**config.mk**
```make
export PLATFORM = sky130hd
export DESIGN_NAME = ssc_top
export DESIGN_NICKNAME = d
export VERILOG_FILES = /design/src/ssc_pkg.sv /design/src/ssc_top.sv /design/src/ssc_next_sel.sv
export SDC_FILE = /design/constraint.sdc
export NUM_CORES = 1
export LEC_CHECK = 0
export BUFFER_PORTS_ARGS = -buffer_cell sky130_fd_sc_hd__buf_2
export CORE_ASPECT_RATIO = 1.25
export CORE_MARGIN = 10
export CORE_UTILIZATION = 45
export CTS_BUF_LIST = sky130_fd_sc_hd__clkbuf_8 sky130_fd_sc_hd__clkbuf_16
export CTS_CLUSTER_SIZE = 10
export DETAILED_ROUTE_END_ITERATION = 8
export PLACE_DENSITY = 0.75
export SYNTH_ARGS = -nofsm -noshare
export SYNTH_HDL_FRONTEND = slang
export SYNTH_SLANG_ARGS = --single-unit
```
**constraint.sdc**
```tcl
create_clock -name I_MCLK -period 2 [get_ports I_MCLK]
set_clock_uncertainty 0.15 [all_clocks]
set_input_delay 0.4 -clock I_MCLK [delete_from_list [all_inputs] [get_ports I_MCLK]]
set_output_delay 0.4 -clock I_MCLK [all_outputs]
set_load 0.01 [all_outputs]
```
**src/ssc_pkg.sv**
```systemverilog
// Constants, register map and types of the supply switch control
package ssc_pkg;
    localparam int ADDR_W = 4;
    // Register word offsets (byte addresses)
    localparam logic [ADDR_W-1:0] OFS_CTL0 = 4'h0;
    localparam logic [ADDR_W-1:0] OFS_CTL1 = 4'h4;
    localparam logic [ADDR_W-1:0] OFS_CTL2 = 4'h8;
    localparam logic [ADDR_W-1:0] OFS_IRQ_STAT = 4'hC;
    // Control 0 fields
    localparam int KEY_LSB = 8;
    localparam int KEY_W = 8;
    localparam logic [7:0] UNLOCK_KEY = 8'hA5;
    localparam int LOCK_BIT = 0;
    localparam int SEL_LSB = 4;
    // Control 1 fields: software mode bits 0..2, priority raise bit 8
    localparam int MODE_LSB = 0;
    localparam int PRIO_BIT = 8;
    // Control 2 fields: valid bits 0..2
    localparam int VALID_LSB = 0;
    // Status/mask word: status bit 0, mask bit 16
    localparam int STAT_BIT = 0;
    localparam int MASK_BIT = 16;
    localparam int NSUP = 3;
    localparam logic [NSUP-1:0] MODE_RST = 3'h0;
    localparam logic [NSUP-1:0] VALID_RST = 3'h0;
    // Supply select codes
    typedef enum logic [1:0] {
        SSC_SEL_PRI = 2'h0,
        SSC_SEL_BK1 = 2'h1,
        SSC_SEL_BK2 = 2'h2
    } ssc_sel_t;
endpackage : ssc_pkg

```
**src/ssc_top.sv**
```systemverilog
// Supply switch control: lock, key, switching, interrupt, backup gating
//
// Functional notes
// One select drives both digital and analog rail switches.
// Start-up occurs from primary or first backup supply.
// At start-up the higher of primary and first backup is chosen.
// Brownout reset sets the configuration lock.
// Key 0xA5 in control 0 unlocks control 1 and 2.
// Key field writable only while lock clear; key and lock in one write.
// While locked the start-up supply stays selected.
// Unlocked, switching follows software changes or monitor trigger.
// Software-mode bit per supply: 0 primary, 1 first, 2 second backup.
// Setting a valid bit switches immediately, subject to priority.
// Priority primary, first, second; raise bit lifts second above first.
// Active software supply losing valid moves to next by priority.
// Each rail switch raises an interrupt event.
// All supplies in software mode: monitor trigger ignored.
// Software disables unused backups by mode 1, valid 0.
// Supervisor off blocks backup-domain setting writes and reads.
// Hardware owns valid bit when its software-mode bit is 0.
// On backup, primary valid rising returns to primary at once.
// Control 1 and 2 ignore writes while locked.
//
// Added by the designer: the register addresses and the Wishbone interface to the registers.
`timescale 1ns/1ps
`default_nettype none
module ssc_top (
    // Clock, reset, enable
    input wire logic I_MCLK,
    input wire logic I_ARST_N,
    input wire logic I_CE,
    // Wishbone slave
    input wire logic I_WB_CYC,
    input wire logic I_WB_STB,
    input wire logic I_WB_WE,
    input wire logic [3:0] I_WB_ADR,
    input wire logic [3:0] I_WB_SEL,
    input wire logic [31:0] I_WB_DAT,
    output logic [31:0] O_WB_DAT,
    output logic O_WB_ACK,
    // Analog side pins
    input wire logic I_PRI_PRESENT,
    input wire logic I_BK1_PRESENT,
    input wire logic I_BK1_HIGHER,
    input wire logic [2:0] I_HW_VALID,
    input wire logic I_MON_TRIG,
    input wire logic I_SUPERVISOR_ON,
    // Backup domain access requests
    input wire logic I_BAK_XTAL_WR,
    input wire logic I_BAK_RD,
    // Outputs
    output logic [1:0] O_RAIL_SEL,
    output logic O_RUN,
    output logic O_BAK_XTAL_WR,
    output logic O_BAK_RD_EN,
    output logic O_IRQ
);
    // Synchronised pins
    logic [9:0] pin_meta;
    logic [9:0] pin_sync;
    logic pri_present;
    logic bk1_present;
    logic bk1_higher;
    logic [2:0] hw_valid;
    logic mon_trig;
    logic sup_on;
    logic bak_wr;
    logic bak_rd;
    logic mon_trig_d;

    always_ff @(posedge I_MCLK or negedge I_ARST_N) begin
        if (!I_ARST_N) begin
            pin_meta <= 10'h000;
            pin_sync <= 10'h000;
        end else if (I_CE) begin
            // No gate ahead of the flops: a glitching OR could be caught mid-change
            pin_meta <= {I_BAK_RD, I_BAK_XTAL_WR, I_SUPERVISOR_ON, I_MON_TRIG,
                         I_HW_VALID, I_BK1_HIGHER, I_BK1_PRESENT, I_PRI_PRESENT};
            pin_sync <= pin_meta;
        end
    end
    assign pri_present = pin_sync[0];
    assign bk1_present = pin_sync[1];
    assign bk1_higher = pin_sync[2];
    assign hw_valid = pin_sync[5:3];
    assign mon_trig = pin_sync[6];
    assign sup_on = pin_sync[7];
    assign bak_wr = pin_sync[8];
    assign bak_rd = pin_sync[9];

    // Registers
    logic lock;
    logic [7:0] key;
    logic [2:0] mode;
    logic prio_raise;
    logic [2:0] sw_valid;
    logic [2:0] valid;
    logic [2:0] valid_d;
    logic started;
    logic [1:0] sel;
    logic irq_stat;
    logic irq_mask;

    // Bus decode
    logic wb_req;
    logic wr_ctl0;
    logic wr_ctl1;
    logic wr_ctl2;
    logic wr_irq;
    logic [31:0] rd_mux;

    assign wb_req = I_WB_CYC && I_WB_STB && !O_WB_ACK;
    assign wr_ctl0 = wb_req && I_WB_WE && I_WB_ADR == ssc_pkg::OFS_CTL0;
    assign wr_ctl1 = wb_req && I_WB_WE && I_WB_ADR == ssc_pkg::OFS_CTL1 && !lock;
    assign wr_ctl2 = wb_req && I_WB_WE && I_WB_ADR == ssc_pkg::OFS_CTL2 && !lock;
    assign wr_irq = wb_req && I_WB_WE && I_WB_ADR == ssc_pkg::OFS_IRQ_STAT;

    // Effective validity: hardware owns bits not in software mode
    genvar gi;
    generate
        for (gi = 0; gi < ssc_pkg::NSUP; gi++) begin : g_valid
            assign valid[gi] = mode[gi] ? sw_valid[gi] : hw_valid[gi];
        end
    endgenerate

    // Lock and key; single write may carry both
    always_ff @(posedge I_MCLK or negedge I_ARST_N) begin
        if (!I_ARST_N) begin
            lock <= 1'b1;
            key <= 8'h00;
        end else if (I_CE && wr_ctl0) begin
            if (I_WB_SEL[1] && (!lock || !I_WB_DAT[ssc_pkg::LOCK_BIT])) begin
                key <= I_WB_DAT[ssc_pkg::KEY_LSB +: ssc_pkg::KEY_W];
            end
            if (I_WB_SEL[0]) begin
                if (I_WB_DAT[ssc_pkg::LOCK_BIT]) begin
                    lock <= 1'b1;
                end else if (I_WB_SEL[1]
                             && I_WB_DAT[ssc_pkg::KEY_LSB +: ssc_pkg::KEY_W]
                                == ssc_pkg::UNLOCK_KEY) begin
                    lock <= 1'b0;
                end
            end
        end
    end

    // Control 1: software mode bits and priority raise
    always_ff @(posedge I_MCLK or negedge I_ARST_N) begin
        if (!I_ARST_N) begin
            mode <= ssc_pkg::MODE_RST;
            prio_raise <= 1'b0;
        end else if (I_CE && wr_ctl1) begin
            if (I_WB_SEL[0]) begin
                mode <= I_WB_DAT[ssc_pkg::MODE_LSB +: ssc_pkg::NSUP];
            end
            if (I_WB_SEL[1]) begin
                prio_raise <= I_WB_DAT[ssc_pkg::PRIO_BIT];
            end
        end
    end

    // Control 2: software valid bits, only where software owns the bit
    always_ff @(posedge I_MCLK or negedge I_ARST_N) begin
        if (!I_ARST_N) begin
            sw_valid <= ssc_pkg::VALID_RST;
        end else if (I_CE && wr_ctl2 && I_WB_SEL[0]) begin
            sw_valid <= (I_WB_DAT[ssc_pkg::VALID_LSB +: ssc_pkg::NSUP] & mode)
                        | (sw_valid & ~mode);
        end
    end

    // Next-supply search
    logic [1:0] best_sel;
    logic best_found;
    logic [1:0] next_alt;
    logic alt_found;

    ssc_next_sel u_best (
        .i_valid(valid),
        .i_prio_raise(prio_raise),
        .i_exclude(sel),
        .i_use_exclude(1'b0),
        .o_sel(best_sel),
        .o_found(best_found)
    );
    ssc_next_sel u_alt (
        .i_valid(valid),
        .i_prio_raise(prio_raise),
        .i_exclude(sel),
        .i_use_exclude(1'b1),
        .o_sel(next_alt),
        .o_found(alt_found)
    );

    // Switching decision
    logic [2:0] valid_rise;
    logic all_sw;
    logic trig_edge;
    logic [1:0] next_sel;
    logic switch_now;

    assign valid_rise = valid & ~valid_d;
    assign all_sw = &mode;
    assign trig_edge = mon_trig && !mon_trig_d && !all_sw;
    always_comb begin
        next_sel = sel;
        if (!started) begin
            // Backup alone, or clearly higher than primary
            next_sel = (bk1_present && (bk1_higher || !pri_present))
                       ? ssc_pkg::SSC_SEL_BK1 : ssc_pkg::SSC_SEL_PRI;
        end else if (lock) begin
            next_sel = sel;
        end else if (sel != ssc_pkg::SSC_SEL_PRI && valid_rise[ssc_pkg::SSC_SEL_PRI]) begin
            next_sel = ssc_pkg::SSC_SEL_PRI;
        end else if ((|(valid_rise & mode)) && best_found) begin
            next_sel = best_sel;
        end else if (mode[sel] && !valid[sel] && valid_d[sel] && alt_found) begin
            next_sel = next_alt;
        end else if (trig_edge && alt_found) begin
            next_sel = next_alt;
        end
    end
    assign switch_now = started && next_sel != sel;

    // Rail select and start-up
    always_ff @(posedge I_MCLK or negedge I_ARST_N) begin
        if (!I_ARST_N) begin
            started <= 1'b0;
            sel <= ssc_pkg::SSC_SEL_PRI;
            valid_d <= 3'h0;
            mon_trig_d <= 1'b0;
        end else if (I_CE) begin
            if (pri_present || bk1_present) begin
                started <= 1'b1;
            end
            sel <= next_sel;
            valid_d <= valid;
            mon_trig_d <= mon_trig;
        end
    end

    // Interrupt status, write one to clear; set wins
    always_ff @(posedge I_MCLK or negedge I_ARST_N) begin
        if (!I_ARST_N) begin
            irq_stat <= 1'b0;
            irq_mask <= 1'b0;
        end else if (I_CE) begin
            if (switch_now) begin
                irq_stat <= 1'b1;
            end else if (wr_irq && I_WB_SEL[0] && I_WB_DAT[ssc_pkg::STAT_BIT]) begin
                irq_stat <= 1'b0;
            end
            if (wr_irq && I_WB_SEL[2]) begin
                irq_mask <= I_WB_DAT[ssc_pkg::MASK_BIT];
            end
        end
    end

    // Read mux; unmapped reads return zero
    always_comb begin
        rd_mux = 32'h0000_0000;
        unique case (I_WB_ADR)
            ssc_pkg::OFS_CTL0: begin
                rd_mux[ssc_pkg::LOCK_BIT] = lock;
                rd_mux[ssc_pkg::SEL_LSB +: 2] = sel;
            end
            ssc_pkg::OFS_CTL1: begin
                rd_mux[ssc_pkg::MODE_LSB +: ssc_pkg::NSUP] = mode;
                rd_mux[ssc_pkg::PRIO_BIT] = prio_raise;
            end
            ssc_pkg::OFS_CTL2: begin
                rd_mux[ssc_pkg::VALID_LSB +: ssc_pkg::NSUP] = valid;
            end
            ssc_pkg::OFS_IRQ_STAT: begin
                rd_mux[ssc_pkg::STAT_BIT] = irq_stat;
                rd_mux[ssc_pkg::MASK_BIT] = irq_mask;
            end
            default: begin
                rd_mux = 32'h0000_0000;
            end
        endcase
    end

    // Bus answer one cycle after request
    always_ff @(posedge I_MCLK or negedge I_ARST_N) begin
        if (!I_ARST_N) begin
            O_WB_ACK <= 1'b0;
            O_WB_DAT <= 32'h0000_0000;
        end else if (I_CE) begin
            O_WB_ACK <= wb_req;
            if (wb_req && !I_WB_WE) begin
                O_WB_DAT <= rd_mux;
            end
        end
    end

    // Registered outputs
    always_ff @(posedge I_MCLK or negedge I_ARST_N) begin
        if (!I_ARST_N) begin
            O_RAIL_SEL <= ssc_pkg::SSC_SEL_PRI;
            O_RUN <= 1'b0;
            O_BAK_XTAL_WR <= 1'b0;
            O_BAK_RD_EN <= 1'b0;
            O_IRQ <= 1'b0;
        end else if (I_CE) begin
            O_RAIL_SEL <= next_sel;
            O_RUN <= started;
            O_BAK_XTAL_WR <= bak_wr && sup_on;
            O_BAK_RD_EN <= bak_rd && sup_on;
            O_IRQ <= (irq_stat || switch_now) && irq_mask;
        end
    end

    // Assertions
    a_lock_blocks_ctl1: assert property (@(posedge I_MCLK) disable iff (!I_ARST_N)
        (I_CE && lock && wb_req && I_WB_WE && I_WB_ADR == ssc_pkg::OFS_CTL1)
        |=> $stable(mode)) else $error("control 1 changed while locked");
    a_locked_sel_hold: assert property (@(posedge I_MCLK) disable iff (!I_ARST_N)
        (I_CE && started && lock) |=> $stable(sel))
        else $error("rail changed while locked");
    a_switch_irq: assert property (@(posedge I_MCLK) disable iff (!I_ARST_N)
        (I_CE && switch_now) |=> irq_stat)
        else $error("switch raised no status");
    a_hw_valid_owned: assert property (@(posedge I_MCLK) disable iff (!I_ARST_N)
        (I_CE && !mode[0]) |-> valid[0] == hw_valid[0])
        else $error("software overrode hardware valid");
    a_backup_gate: assert property (@(posedge I_MCLK) disable iff (!I_ARST_N)
        (I_CE && !sup_on) |=> !O_BAK_RD_EN && !O_BAK_XTAL_WR)
        else $error("backup access while supervisor off");
    a_rail_follows: assert property (@(posedge I_MCLK) disable iff (!I_ARST_N)
        I_CE |=> O_RAIL_SEL == sel)
        else $error("rail output differs from select");
    a_pri_return: assert property (@(posedge I_MCLK) disable iff (!I_ARST_N)
        (I_CE && started && !lock && sel != ssc_pkg::SSC_SEL_PRI
         && valid_rise[ssc_pkg::SSC_SEL_PRI]) |=> sel == ssc_pkg::SSC_SEL_PRI)
        else $error("no return to primary");
    a_trig_ignored: assert property (@(posedge I_MCLK) disable iff (!I_ARST_N)
        (I_CE && started && all_sw && valid == valid_d) |=> $stable(sel))
        else $error("monitor switched in software mode");
    a_key_unlock: assert property (@(posedge I_MCLK) disable iff (!I_ARST_N)
        (I_CE && wr_ctl0 && I_WB_SEL[0] && I_WB_SEL[1] && !I_WB_DAT[ssc_pkg::LOCK_BIT]
         && I_WB_DAT[ssc_pkg::KEY_LSB +: ssc_pkg::KEY_W] == ssc_pkg::UNLOCK_KEY) |=> !lock)
        else $error("correct key left the lock set");
    a_bad_key_keeps: assert property (@(posedge I_MCLK) disable iff (!I_ARST_N)
        (I_CE && lock && wr_ctl0
         && I_WB_DAT[ssc_pkg::KEY_LSB +: ssc_pkg::KEY_W] != ssc_pkg::UNLOCK_KEY) |=> lock)
        else $error("wrong key cleared the lock");
    a_start_on_power: assert property (@(posedge I_MCLK) disable iff (!I_ARST_N)
        (I_CE && (pri_present || bk1_present)) |=> started)
        else $error("no start-up with a supply present");
endmodule : ssc_top
`default_nettype wire

```
**src/ssc_next_sel.sv**
```systemverilog
// Next-supply selection by validity and priority
`timescale 1ns/1ps
`default_nettype none
module ssc_next_sel (
    // Validity and priority
    input wire logic [2:0] i_valid,
    input wire logic i_prio_raise,
    // Current and excluded supply
    input wire logic [1:0] i_exclude,
    input wire logic i_use_exclude,
    // Result
    output logic [1:0] o_sel,
    output logic o_found
);
    logic [2:0] cand;
    always_comb begin
        cand = i_valid;
        if (i_use_exclude) begin
            cand[i_exclude] = 1'b0;
        end
        o_found = 1'b1;
        if (cand[ssc_pkg::SSC_SEL_PRI]) begin
            o_sel = ssc_pkg::SSC_SEL_PRI;
        end else if (cand[ssc_pkg::SSC_SEL_BK2] && (i_prio_raise || !cand[ssc_pkg::SSC_SEL_BK1])) begin
            o_sel = ssc_pkg::SSC_SEL_BK2;
        end else if (cand[ssc_pkg::SSC_SEL_BK1]) begin
            o_sel = ssc_pkg::SSC_SEL_BK1;
        end else begin
            o_sel = ssc_pkg::SSC_SEL_PRI;
            o_found = 1'b0;
        end
    end
endmodule : ssc_next_sel
`default_nettype wire

```
==> key figures, run 1 <==
Timing
  – Fin crit share: 103%
  – Final Hold Viols: 0
  – Final worst slack: -58.2 ps
  – RSZ-0062 raised after global routing: true
  – TNS Setup: -86.8 ps
  – Setup Viol. Count Final: 3
  – Fmax: 486 MHz
  – Tmin final: approximately 2000 ps
  – Max-slew violations: 0

Clocking
  – CTS tree: yes
  – Sink count of the clock tree: 49
  – Clock Latency Late Sink: between 300 and 400 ps
  – Reg clk slew, reported paths: 90 ps
  – TritonCTS Buffers: 5
  – Clock Root Buffer: clkbuf_8
  – Clk buf depth: 2
  – H-Tree Level Count: 2

Hold path
  – Worst min path class: in2reg
  – Hold Path Sink: irq_mask
  – Hold wc startpoint: I_WB_DAT[16]
  – Worst Hold Path Cells: 2

Die
  – DIE AREA: 0.00991 mm²
  – Die height: 109 µm
  – I/O pin count: between 90 and 100
  – Core box area: 0.00617 mm²
  – Placement Rows: 32
  – DIE WIDTH: about 90 µm
  – Initial Util: 46.0%

Placement
  – Detailed placement HPWL: 5.18 mm
  – Number of buffers added on ports: 48
  – Placer Congestion: 0.888

Detailed routing
  – Drt drc: 0
  – Drt total wl: 6.89 mm
  – Detailed Routing Iterations Pass 1: 4
  – Vias: 2,204
  – WL/cell: approximately 16 µm
  – Antenna Nets Post-Route: 0
  – DR iter-0 viols: roughly 110
  – Via density: ~5.2

Synthesis
  – YS warnings: 0
  – Yosys reg bits: 49
  – Mean Syn Cell Area: 10.7 µm²
  – Asr flop ratio synth: 100%
  – Register area share after synthesis: a little over two fifths
  – Post-synth EDFFs: 0
  – Cell count after synthesis: approximately 270
  – Synth cell types: 60
  – Prevailing post-synth register cell: dfrtp_1
  – Cell Area, Synth: 0.00284 mm²

Run status
  – Failing checks: setup timing
  – Outcome: finished, violations left

Worst setup path
  – Crit Path Class: reg2reg
  – Startpoint types: flip-flop
  – Worst r2r src: mode[1]
  – Slowest stage cell on the critical path: dfrtp_2
  – Reg-to-reg slack, setup: -60 ps
  – CP max stage delay: between 400 and 500 ps
  – Critical path data arrival time: 2130 ps
  – CP endpoint kind: flip-flop
  – Crit-path most repeated cell: a211oi_2
  – CP Max Fanout: 5
  – Reg2Reg Depth: 7
  – Sequence of cells on the critical path: buf_6, a311oi_2, a211oi_2, a211oi_2, buf_4, o31ai_2, a21oi_1
  – Worst Path Required: between 2000 and 2500 ps
  – RR Endpoint: irq_stat

Final layout
  – Fill cells: 577
  – Area Overhead vs Synth: 21.3%
  – Ant diodes: 0
  – Share of cells above drive strength 1: 42.8%
  – Final #Nets: a little under 400

Power
  – Lkg Pwr: 1.59 nW
  – Power, Total: about 0.0028 W
  – Maximum VDD drop: about 0.00056 V
  – Cell Pwr Density: ~820 mW/mm²

Global route
  – Global route total overflow: 0
  – First-pass GRT wire length: between 10 and 15 mm
  – Pin count of the biggest net entering global routing: 50
  – GRT Total Usage: 13.5%
  – Vias in the first global route: about 2,400
  – Initial antenna violation count: 0

Run
  – Max cap viols: 0
-- flip-flops by register name, indices dropped and copies added, names as in the netlist, named ones only --
name           cells
pin_sync          10
mode               3
valid_d            3
O_WB_DAT           7
irq_mask           1
O_RUN              1
started            1
O_BAK_RD_EN        1
pin_meta          10
O_WB_ACK           1
irq_stat           1
mon_trig_d         1
O_IRQ              1
O_BAK_XTAL_WR      1
lock               1
O_RAIL_SEL         2
prio_raise         1
-- final cells by class --
class / count / area, µm² / share of cell area, %
sequential: 49 / 1230 / 35.8
multi-input combinational: 193 / 1460 / 42.3
timing repair buffer: 78 / 488 / 14.2
tap: 85 / 106 / 3.09
clock buffer: 6 / 82.6 / 2.40
clock inverter: 2 / 33.8 / 0.981
inverter: 11 / 41.3 / 1.20
-- cells in the final DEF (no fill, tap or decap), types with 2 or more instances in the layout --
master	count
nand4b_1	6
a31oi_1	2
conb_1	25
a221oi_1	2
nor2_1	14
nand3_1	10
mux2_2	29
o211ai_1	3
a211oi_2	2
a21o_1	3
a2111oi_4	2
nand2_1	18
inv_1	12
buf_4	26
o21a_1	2
a21oi_1	13
nand2b_1	2
a22o_1	2
o21ai_0	6
o21ai_2	2
mux2i_4	2
buf_6	2
buf_2	48
a22oi_1	2
dfrtp_2	5
a21oi_2	2
nor3_1	3
nor4_2	2
o21ai_1	2
mux2_4	2
nand4_1	2
clkbuf_8	6
dfrtp_1	43
nand3b_1	4
o2111ai_1	2
-- how the worst max path moves through the flow --
stage | from | endpoint | slack (ps)
4_1_cts | mode[1] | irq_stat | -40
5_1_grt | mode[2] | irq_stat | -120
3_5_place_dp | mode[0] | O_RAIL_SEL[0] | -120
3_3_place_gp | mode[0] | O_IRQ | -100
6_report | mode[1] | irq_stat | -60
2_1_floorplan | O_RAIL_SEL[1] | O_IRQ | -20
-- synth_stat cells, types with 3 or more instances --
cell type | n | area, µm²
dfrtp_1 | 48 | 1200
mux2_2 | 30 | 338
buf_4 | 25 | 188
nand2_1 | 19 | 71.3
a21oi_1 | 15 | 75.1
nor2_1 | 15 | 56.3
inv_1 | 11 | 41.3
nand3_1 | 11 | 55.1
o21ai_0 | 8 | 40.0
nand4b_1 | 6 | 52.6
buf_6 | 4 | 45.0
nand3b_1 | 4 | 30.0
a21o_1 | 3 | 22.5
a221oi_1 | 3 | 26.3
nor3_1 | 3 | 15.0
nor4_1 | 3 | 18.8
o211ai_1 | 3 | 22.5
-- worst max-delay path, delay by kind of cell, from the launching register on --
family          cells  cell delay, ps
flops               1             470
compound gates      5            1030
buf+inv             2             320
-- layer usage --
| metal | GRT usage [%] | share of wire (%) | routed length (µm) | vias up |
|---|---|---|---|---|
| li1 | - | - | - | 1064 |
| met1 | 15.3 | 42 | 2920 | 1050 |
| met2 | 23.4 | 50 | 3410 | 79 |
| met3 | 3.92 | 6.5 | 446 | 11 |
| met4 | 5.49 | 1.6 | 113 | 0 |
| met5 | 0 | 0 | 0 | - |
-- through the flow --
stage	cell area [µm²]	setup slack (ps)	hold WS, ps	instances	util [%]
finish	3440	-58.2	169	424	55.8
global route	3440	-116	169	424	55.8
CTS	3380	-37.3	147	423	54.9
detailed placement	3210	-117	264	412	52.1
global placement	3210	-97.6	255	412	52.1
floorplan	2940	-24.4	-45.6	290	-
-- power by group --
group,leakage [nW],internal (W),switching [W]
logic,0.930,0.000401,0.000463
registers,0.597,0.00111,0.000109
clock network,0.0626,0.000403,0.000329
-- timing repair --
item / 4_1_cts / 5_1_grt
hold endpoints to repair: 48 / 0
hold buffers: 1 / 0
endpoints found under the setup margin: 4 / 7
pin swaps: 1 / 10
gates resized for setup: 9 / 15
buffers inserted: 2 / 1
-- cell families after synthesis --
| kind of cell | synth area share [%] |
|---|---|
| AOI/OAI and AO/OA | 16.2 |
| buffers and inverters | 11.5 |
| DFF | 43.2 |
| muxes | 14.7 |
| other | 0.132 |
| and+or+nand+nor | 14.2 |
(Power assumes the default switching activity.)
==> inputs of run 2 (changes only) <==
--- a/config.mk
+++ b/config.mk
@@ -13,6 +13,7 @@
 export CTS_CLUSTER_SIZE = 10
 export DETAILED_ROUTE_END_ITERATION = 8
 export PLACE_DENSITY = 0.75
+export RECOVER_POWER = 100
 export SYNTH_ARGS = -nofsm -noshare
 export SYNTH_HDL_FRONTEND = slang
 export SYNTH_SLANG_ARGS = --single-unit
==> run 2 against run 1 <==
- the flow still finishes with violations (setup timing)
- cell count did not move
- power fell by 0.48%
- combinational power fell by 2%
- first-iteration DRC count rose by 43%
- wire length barely moved
- global-route usage did not move
- die area did not move
==> key figures, run 2 (same netlist as run 1, synthesis figures left out) <==
Clocking
  – Sink count of the clock tree: 49 (unchanged)
  – Clock Root Buffer: clkbuf_8 (unchanged)
  – Clock Latency Late Sink: 310 ps (about the same)
  – CTS tree: yes (unchanged)
  – Reg clk slew, reported paths: 90 ps (about the same)
  – H-Tree Level Count: 2 (unchanged)
  – TritonCTS Buffers: 5 (unchanged)
  – Clk buf depth: 2 (unchanged)

Placement
  – Number of buffers added on ports: 48 (unchanged)
  – Detailed placement HPWL: 5.18 mm (unchanged)
  – Dpl cells: 412 (unchanged)
  – Placer Congestion: 0.888 (unchanged)

Detailed routing
  – Vias: 2,204 (unchanged)
  – Via density: 5.20 (unchanged)
  – Antenna Nets Post-Route: 0 (unchanged)
  – DR iter-0 viols: 156 (was 109)
  – Detailed Routing Iterations Pass 1: 4 (unchanged)
  – Drt drc: 0 (unchanged)
  – WL/cell: 16.3 µm (was 16.2 µm)
  – Drt total wl: 6.89 mm (about the same)

Worst setup path
  – CP Max Fanout: 5 (unchanged)
  – CP endpoint kind: flip-flop (unchanged)
  – Critical path data arrival time: 2140 ps (was 2130 ps)
  – Reg2Reg Depth: 7 (unchanged)
  – Crit Path Class: reg2reg (unchanged)
  – Startpoint types: flip-flop (unchanged)
  – Worst Path Required: 2080 ps (about the same)

Timing
  – Final worst slack: -59.8 ps (was -58.2 ps)
  – Max_slew headroom: 27.7%
  – RSZ-0062 raised after global routing: true (unchanged)
  – Fmax: 485 MHz (was 486 MHz)
  – Max-slew violations: 0 (unchanged)
  – Final Hold Viols: 0 (unchanged)
  – Worst Hold Slack: 168 ps (was 169 ps)
  – Least-Margin Pin Slew: around 1100 ps
  – Setup Viol. Count Final: 3 (unchanged)
  – Tmin final: 2060 ps (about the same)
  – Fin crit share: 103% (about the same)

Power
  – Lkg Pwr: 1.53 nW (was 1.59 nW)
  – Cell Pwr Density: 824 mW/mm² (was 818 mW/mm²)
  – Maximum VDD drop: 0.000558 V (was 0.000559 V)

Final layout
  – Ant diodes: 0 (unchanged)
  – Final core utilization: 55.2% (was 55.8%)
  – Commonest cells after routing, fill and taps aside: dfrtp_1, buf_2, mux2_2 (was buf_2, dfrtp_1, mux2_2)
  – Share of cells above drive strength 1: 38.1% (was 42.8%)
  – Fill cells: 582 (was 577)
  – Final #Nets: 394 (unchanged)
  – Non-filler cells, final: 424 (unchanged)
  – Area Overhead vs Synth: 19.8% (was 21.3%)
  – Regs by FF count: pin_meta: 10 flops, pin_sync: 10 flops, O_WB_DAT: 7 flops (unchanged)
  – Most common cell after layout, fill and taps aside: dfrtp_1 (was buf_2)

Global route
  – Initial antenna violation count: 0 (unchanged)
  – Vias in the first global route: 2,389 (unchanged)
  – Global route total overflow: 0 (unchanged)
  – First-pass GRT wire length: 11.2 mm (unchanged)
  – Pin count of the biggest net entering global routing: 50 (unchanged)
  – GRT Total Usage: 13.5% (unchanged)

Die
  – Initial Util: 46.0% (unchanged)
  – Die height: 109 µm (unchanged)
  – Core box area: 0.00617 mm² (unchanged)
  – Placement Rows: 32 (unchanged)
  – DIE AREA: 0.00991 mm² (unchanged)
  – DIE WIDTH: 91.0 µm (unchanged)
  – I/O pin count: 95 (unchanged)

Hold path
  – Worst min path class: in2reg (unchanged)
  – Worst Hold Path Cells: 2 (unchanged)

Run status
  – Outcome: finished, violations left (unchanged)
  – Failing checks: setup timing (unchanged)

Run
  – Max cap viols: 0 (unchanged)
## run 2: repair_timing
action / in CTS / in global routing
pin swaps: 1 / 10
endpoints found under the setup margin: 4 / 7
hold buffers: 1 / 0
hold endpoints to repair: 48 / 0
buffers inserted: 2 / 1
gates cloned: 0 / 0
resized for setup: 9 / 15
## run 2: routing by layer
layer  track usage (%)  routed length (µm)  vias to the layer above
met1              15.3                2900                     1053
met2              23.4                3430                       75
met5                 0                   0                        -
li1                  -                   -                     1065
met4              5.49                 113                        0
met3              3.92                 442                       11
## run 2: power breakdown
group	internal (W)	total [W]	switching, W	leakage (nW)
sequential	0.00111	0.00122	0.000109	0.598
combinational	0.000389	0.000851	0.000461	0.873
clock	0.000403	0.000733	0.000330	0.0626
total	0.00190	0.00280	0.000900	1.53
## run 2: final cells by class
class	count	area [µm²]	area share, %
sequential	49	1230	36.2
clock buffer	6	82.6	2.43
inverter	11	41.3	1.21
clock inverter	2	33.8	0.993
multi-input combinational	193	1460	42.8
tap	85	106	3.13
timing repair buffer	78	450	13.2
## run 2: worst paths after layout
path,endpoint,startpoint,slack [ps]
worst min-delay path,irq_mask,I_WB_DAT[16],170
min in group asynchronous,O_RUN,I_ARST_N,790
worst max register to register,irq_stat,mode[1],-60
worst max-delay path,irq_stat,mode[1],-60
worst min register to register,O_WB_DAT[8],O_WB_DAT[8],320
max in group asynchronous,mode[2],I_ARST_N,180
## run 2: worst max-delay path, stage by stage (launching register included)
cell      delay, ps
dfrtp_2         470
buf_6           140
a311oi_2        290
a211oi_2        100
a211oi_2        390
buf_4           180
o31ai_2          60
a21oi_1         190
## run 2: through the flow
stage,setup WS (ps),setup TNS [ps],area [µm²],power [W]
4_1_cts,-37.3,-57.3,3380,0.00279
2_1_floorplan,-24.4,-24.4,2940,0.00178
6_report,-59.8,-79.4,3400,0.00280
3_3_place_gp,-97.6,-171,3210,0.00200
3_5_place_dp,-117,-352,3210,0.00204
5_1_grt,-116,-487,3400,0.00294
==> inputs of run 3 (changes only) <==
==> constraint.sdc (replaced) <==
create_clock -name I_MCLK -period 2 [get_ports I_MCLK]
set_clock_uncertainty 0.15 [all_clocks]
set_input_delay 0.4 -clock I_MCLK [delete_from_list [all_inputs] [get_ports I_MCLK]]
set_output_delay 0.4 -clock I_MCLK [all_outputs]
set_load 0.1 [all_outputs]
==> run 3 against run 2 <==
- the run still ends with setup timing left
- cell count unchanged
- critical path depth unchanged
- wire length is 3.5% higher
- sequential power is essentially flat
- maximum frequency shrank 2.1%
- combinational power is 57% higher
- largest cell class unchanged
- highest routed layer unchanged
==> key figures, run 3 (same netlist as run 1, synthesis figures left out) <==
Detailed routing
  – WL/cell: 16.8 µm (was 16.3 µm)
  – DR iter-0 viols: 171 (was 156)
  – Top layer in use: met4 (unchanged)
  – Met3 routed WL: 502 µm (was 442 µm)
  – Drt total wl: 7.13 mm (was 6.89 mm)
  – Drt drc: 0 (unchanged)
  – Wire length on met2: 3.67 mm (was 3.43 mm)
  – Met1 wire length: 2.77 mm (was 2.90 mm)
  – Via density: 5.45 (was 5.20)
  – Detailed Routing Iterations Pass 1: 4 (unchanged)
  – Vias: 2,310 (was 2,204)
  – Antenna Nets Post-Route: 0 (unchanged)

Die
  – Placement Rows: 32 (unchanged)
  – DIE AREA: 0.00991 mm² (unchanged)
  – DIE WIDTH: 91.0 µm (unchanged)
  – Die height: 109 µm (unchanged)
  – Core box area: 0.00617 mm² (unchanged)
  – Initial Util: 46.0% (unchanged)
  – I/O pin count: 95 (unchanged)

Clocking
  – Reg clk slew, reported paths: 100 ps (was 90 ps)
  – Sink count of the clock tree: 49 (unchanged)
  – Clk buf depth: 2 (unchanged)
  – CTS tree: yes (unchanged)
  – Clock Latency Late Sink: 310 ps (about the same)
  – Clock Root Buffer: clkbuf_8 (unchanged)
  – H-Tree Level Count: 2 (unchanged)
  – TritonCTS Buffers: 5 (unchanged)

Worst setup path
  – CP Max Fanout: 4 (was 5)
  – Worst Path Required: 2050 ps (was 2080 ps)
  – Crit path launch: mode[2] (was mode[1])
  – Startpoint types: flip-flop (unchanged)
  – Crit Path Class: reg2reg (unchanged)
  – CP endpoint kind: flip-flop (unchanged)
  – Worst r2r src: mode[2] (was mode[1])
  – Critical path data arrival time: 2150 ps (was 2140 ps)
  – Reg-to-reg slack, setup: -100 ps (was -60 ps)

Timing
  – Setup Viol. Count Final: 8 (was 3)
  – Max_slew headroom: 26.1% (was 27.7%)
  – Least-Margin Pin Slew: 1110 ps (was 1090 ps)
  – Fmax: 475 MHz (was 485 MHz)
  – TNS Setup: -298 ps (was -79.4 ps)
  – Final worst slack: -103 ps (was -59.8 ps)
  – Fin crit share: 105% (was 103%)
  – RSZ-0062 raised after global routing: true (unchanged)
  – Max-slew violations: 0 (unchanged)
  – Tmin final: 2100 ps (was 2060 ps)
  – Final Hold Viols: 0 (unchanged)

Global route
  – Vias in the first global route: 2,388 (was 2,389)
  – Global route total overflow: 0 (unchanged)
  – Initial antenna violation count: 0 (unchanged)
  – GRT Total Usage: 14.1% (was 13.5%)
  – Pin count of the biggest net entering global routing: 26 (was 50)
  – First-pass GRT wire length: 11.7 mm (was 11.2 mm)

Final layout
  – Final #Nets: 394 (unchanged)
  – Share of cells above drive strength 1: 41.3% (was 38.1%)
  – Most common cell after layout, fill and taps aside: dfrtp_1 (unchanged)
  – Ant diodes: 0 (unchanged)
  – Commonest cells after routing, fill and taps aside: dfrtp_1, buf_2, mux2_2 (unchanged)
  – Final instance area: 0.00344 mm² (was 0.00340 mm²)
  – Regs by FF count: pin_meta: 10 flops, pin_sync: 10 flops, O_WB_DAT: 7 flops (unchanged)
  – Area Overhead vs Synth: 21.3% (was 19.8%)

Placement
  – Detailed placement HPWL: 5.35 mm (was 5.18 mm)
  – Post-Place Cell Area: 0.00324 mm² (was 0.00321 mm²)
  – Placer Congestion: 0.940 (was 0.888)
  – Number of buffers added on ports: 48 (unchanged)

Run
  – Max cap viols: 0 (unchanged)

Run status
  – Outcome: finished, violations left (unchanged)
  – Failing checks: setup timing (unchanged)

Power
  – Maximum VDD drop: 0.000627 V (was 0.000558 V)
  – Lkg Pwr: 1.56 nW (was 1.53 nW)
  – Cell Pwr Density: 958 mW/mm² (was 824 mW/mm²)

Hold path
  – Hold wc startpoint: I_WB_SEL[0] (was I_WB_DAT[16])
  – Worst min path class: in2reg (unchanged)
-- run 3: layout make-up --
cell class | instances | area [µm²]
Sequential cell | 49 | 1240
Clock inverter | 3 | 43.8
Multi-Input combinational cell | 193 | 1480
Inverter | 11 | 41.3
Timing Repair Buffer | 78 | 462
Fill cell | 548 | 2720
Clock buffer | 5 | 68.8
Tap cell | 85 | 106
-- run 3: worst max-delay path, stage by stage (launching register included) --
cell,delay [ps]
dfrtp_2,460
buf_6,130
nand3b_1,170
nand4_1,230
a221oi_4,410
o21ai_2,120
nor4b_2,240
a21oi_1,90
-- run 3: worst paths after layout --
| check | cells past startpoint | end |
|---|---|---|
| max | 7 | O_IRQ |
| min | 3 | lock |
| max reg2reg | 7 | O_IRQ |
| min reg2reg | 2 | O_WB_DAT[8] |
| max in group asynchronous | 3 | mode[0] |
| min in group asynchronous | 2 | O_WB_ACK |
-- run 3: layer usage --
layer / global-route usage (%) / vias to the layer above
li1: - / 1061
met1: 16.0 / 1120
met2: 24.2 / 107
met3: 4.47 / 22
met4: 5.94 / 0
met5: 0 / -
-- run 3: metrics by stage --
step | total power [W] | hold WS, ps | std cells | utilization (%) | setup WS (ps)
3_5_place_dp | 0.00251 | 224 | 413 | 52.5 | -92.1
2_1_floorplan | 0.00226 | -45.6 | 290 | - | -188
5_1_grt | 0.00345 | 149 | 424 | 55.8 | -174
3_3_place_gp | 0.00247 | 218 | 413 | 52.5 | -29.2
4_1_cts | 0.00325 | 149 | 424 | 55.3 | -10.7
6_report | 0.00330 | 150 | 424 | 55.8 | -103
-- run 3: report_power, final --
group	switching, W	leakage [nW]	internal [W]
Sequential	0.000126	0.597	0.00112
Clock	0.000341	0.0585	0.000375
Combinational	0.000936	0.904	0.000400
Total	0.00140	1.56	0.00190
-- run 3: repair_timing --
action	4_1_cts	5_1_grt
endpoints found under the hold margin	19	0
pin swaps	7	7
buffers inserted	2	0
setup endpoints to repair	8	11
hold buffers	1	0
gates resized for setup	11	8
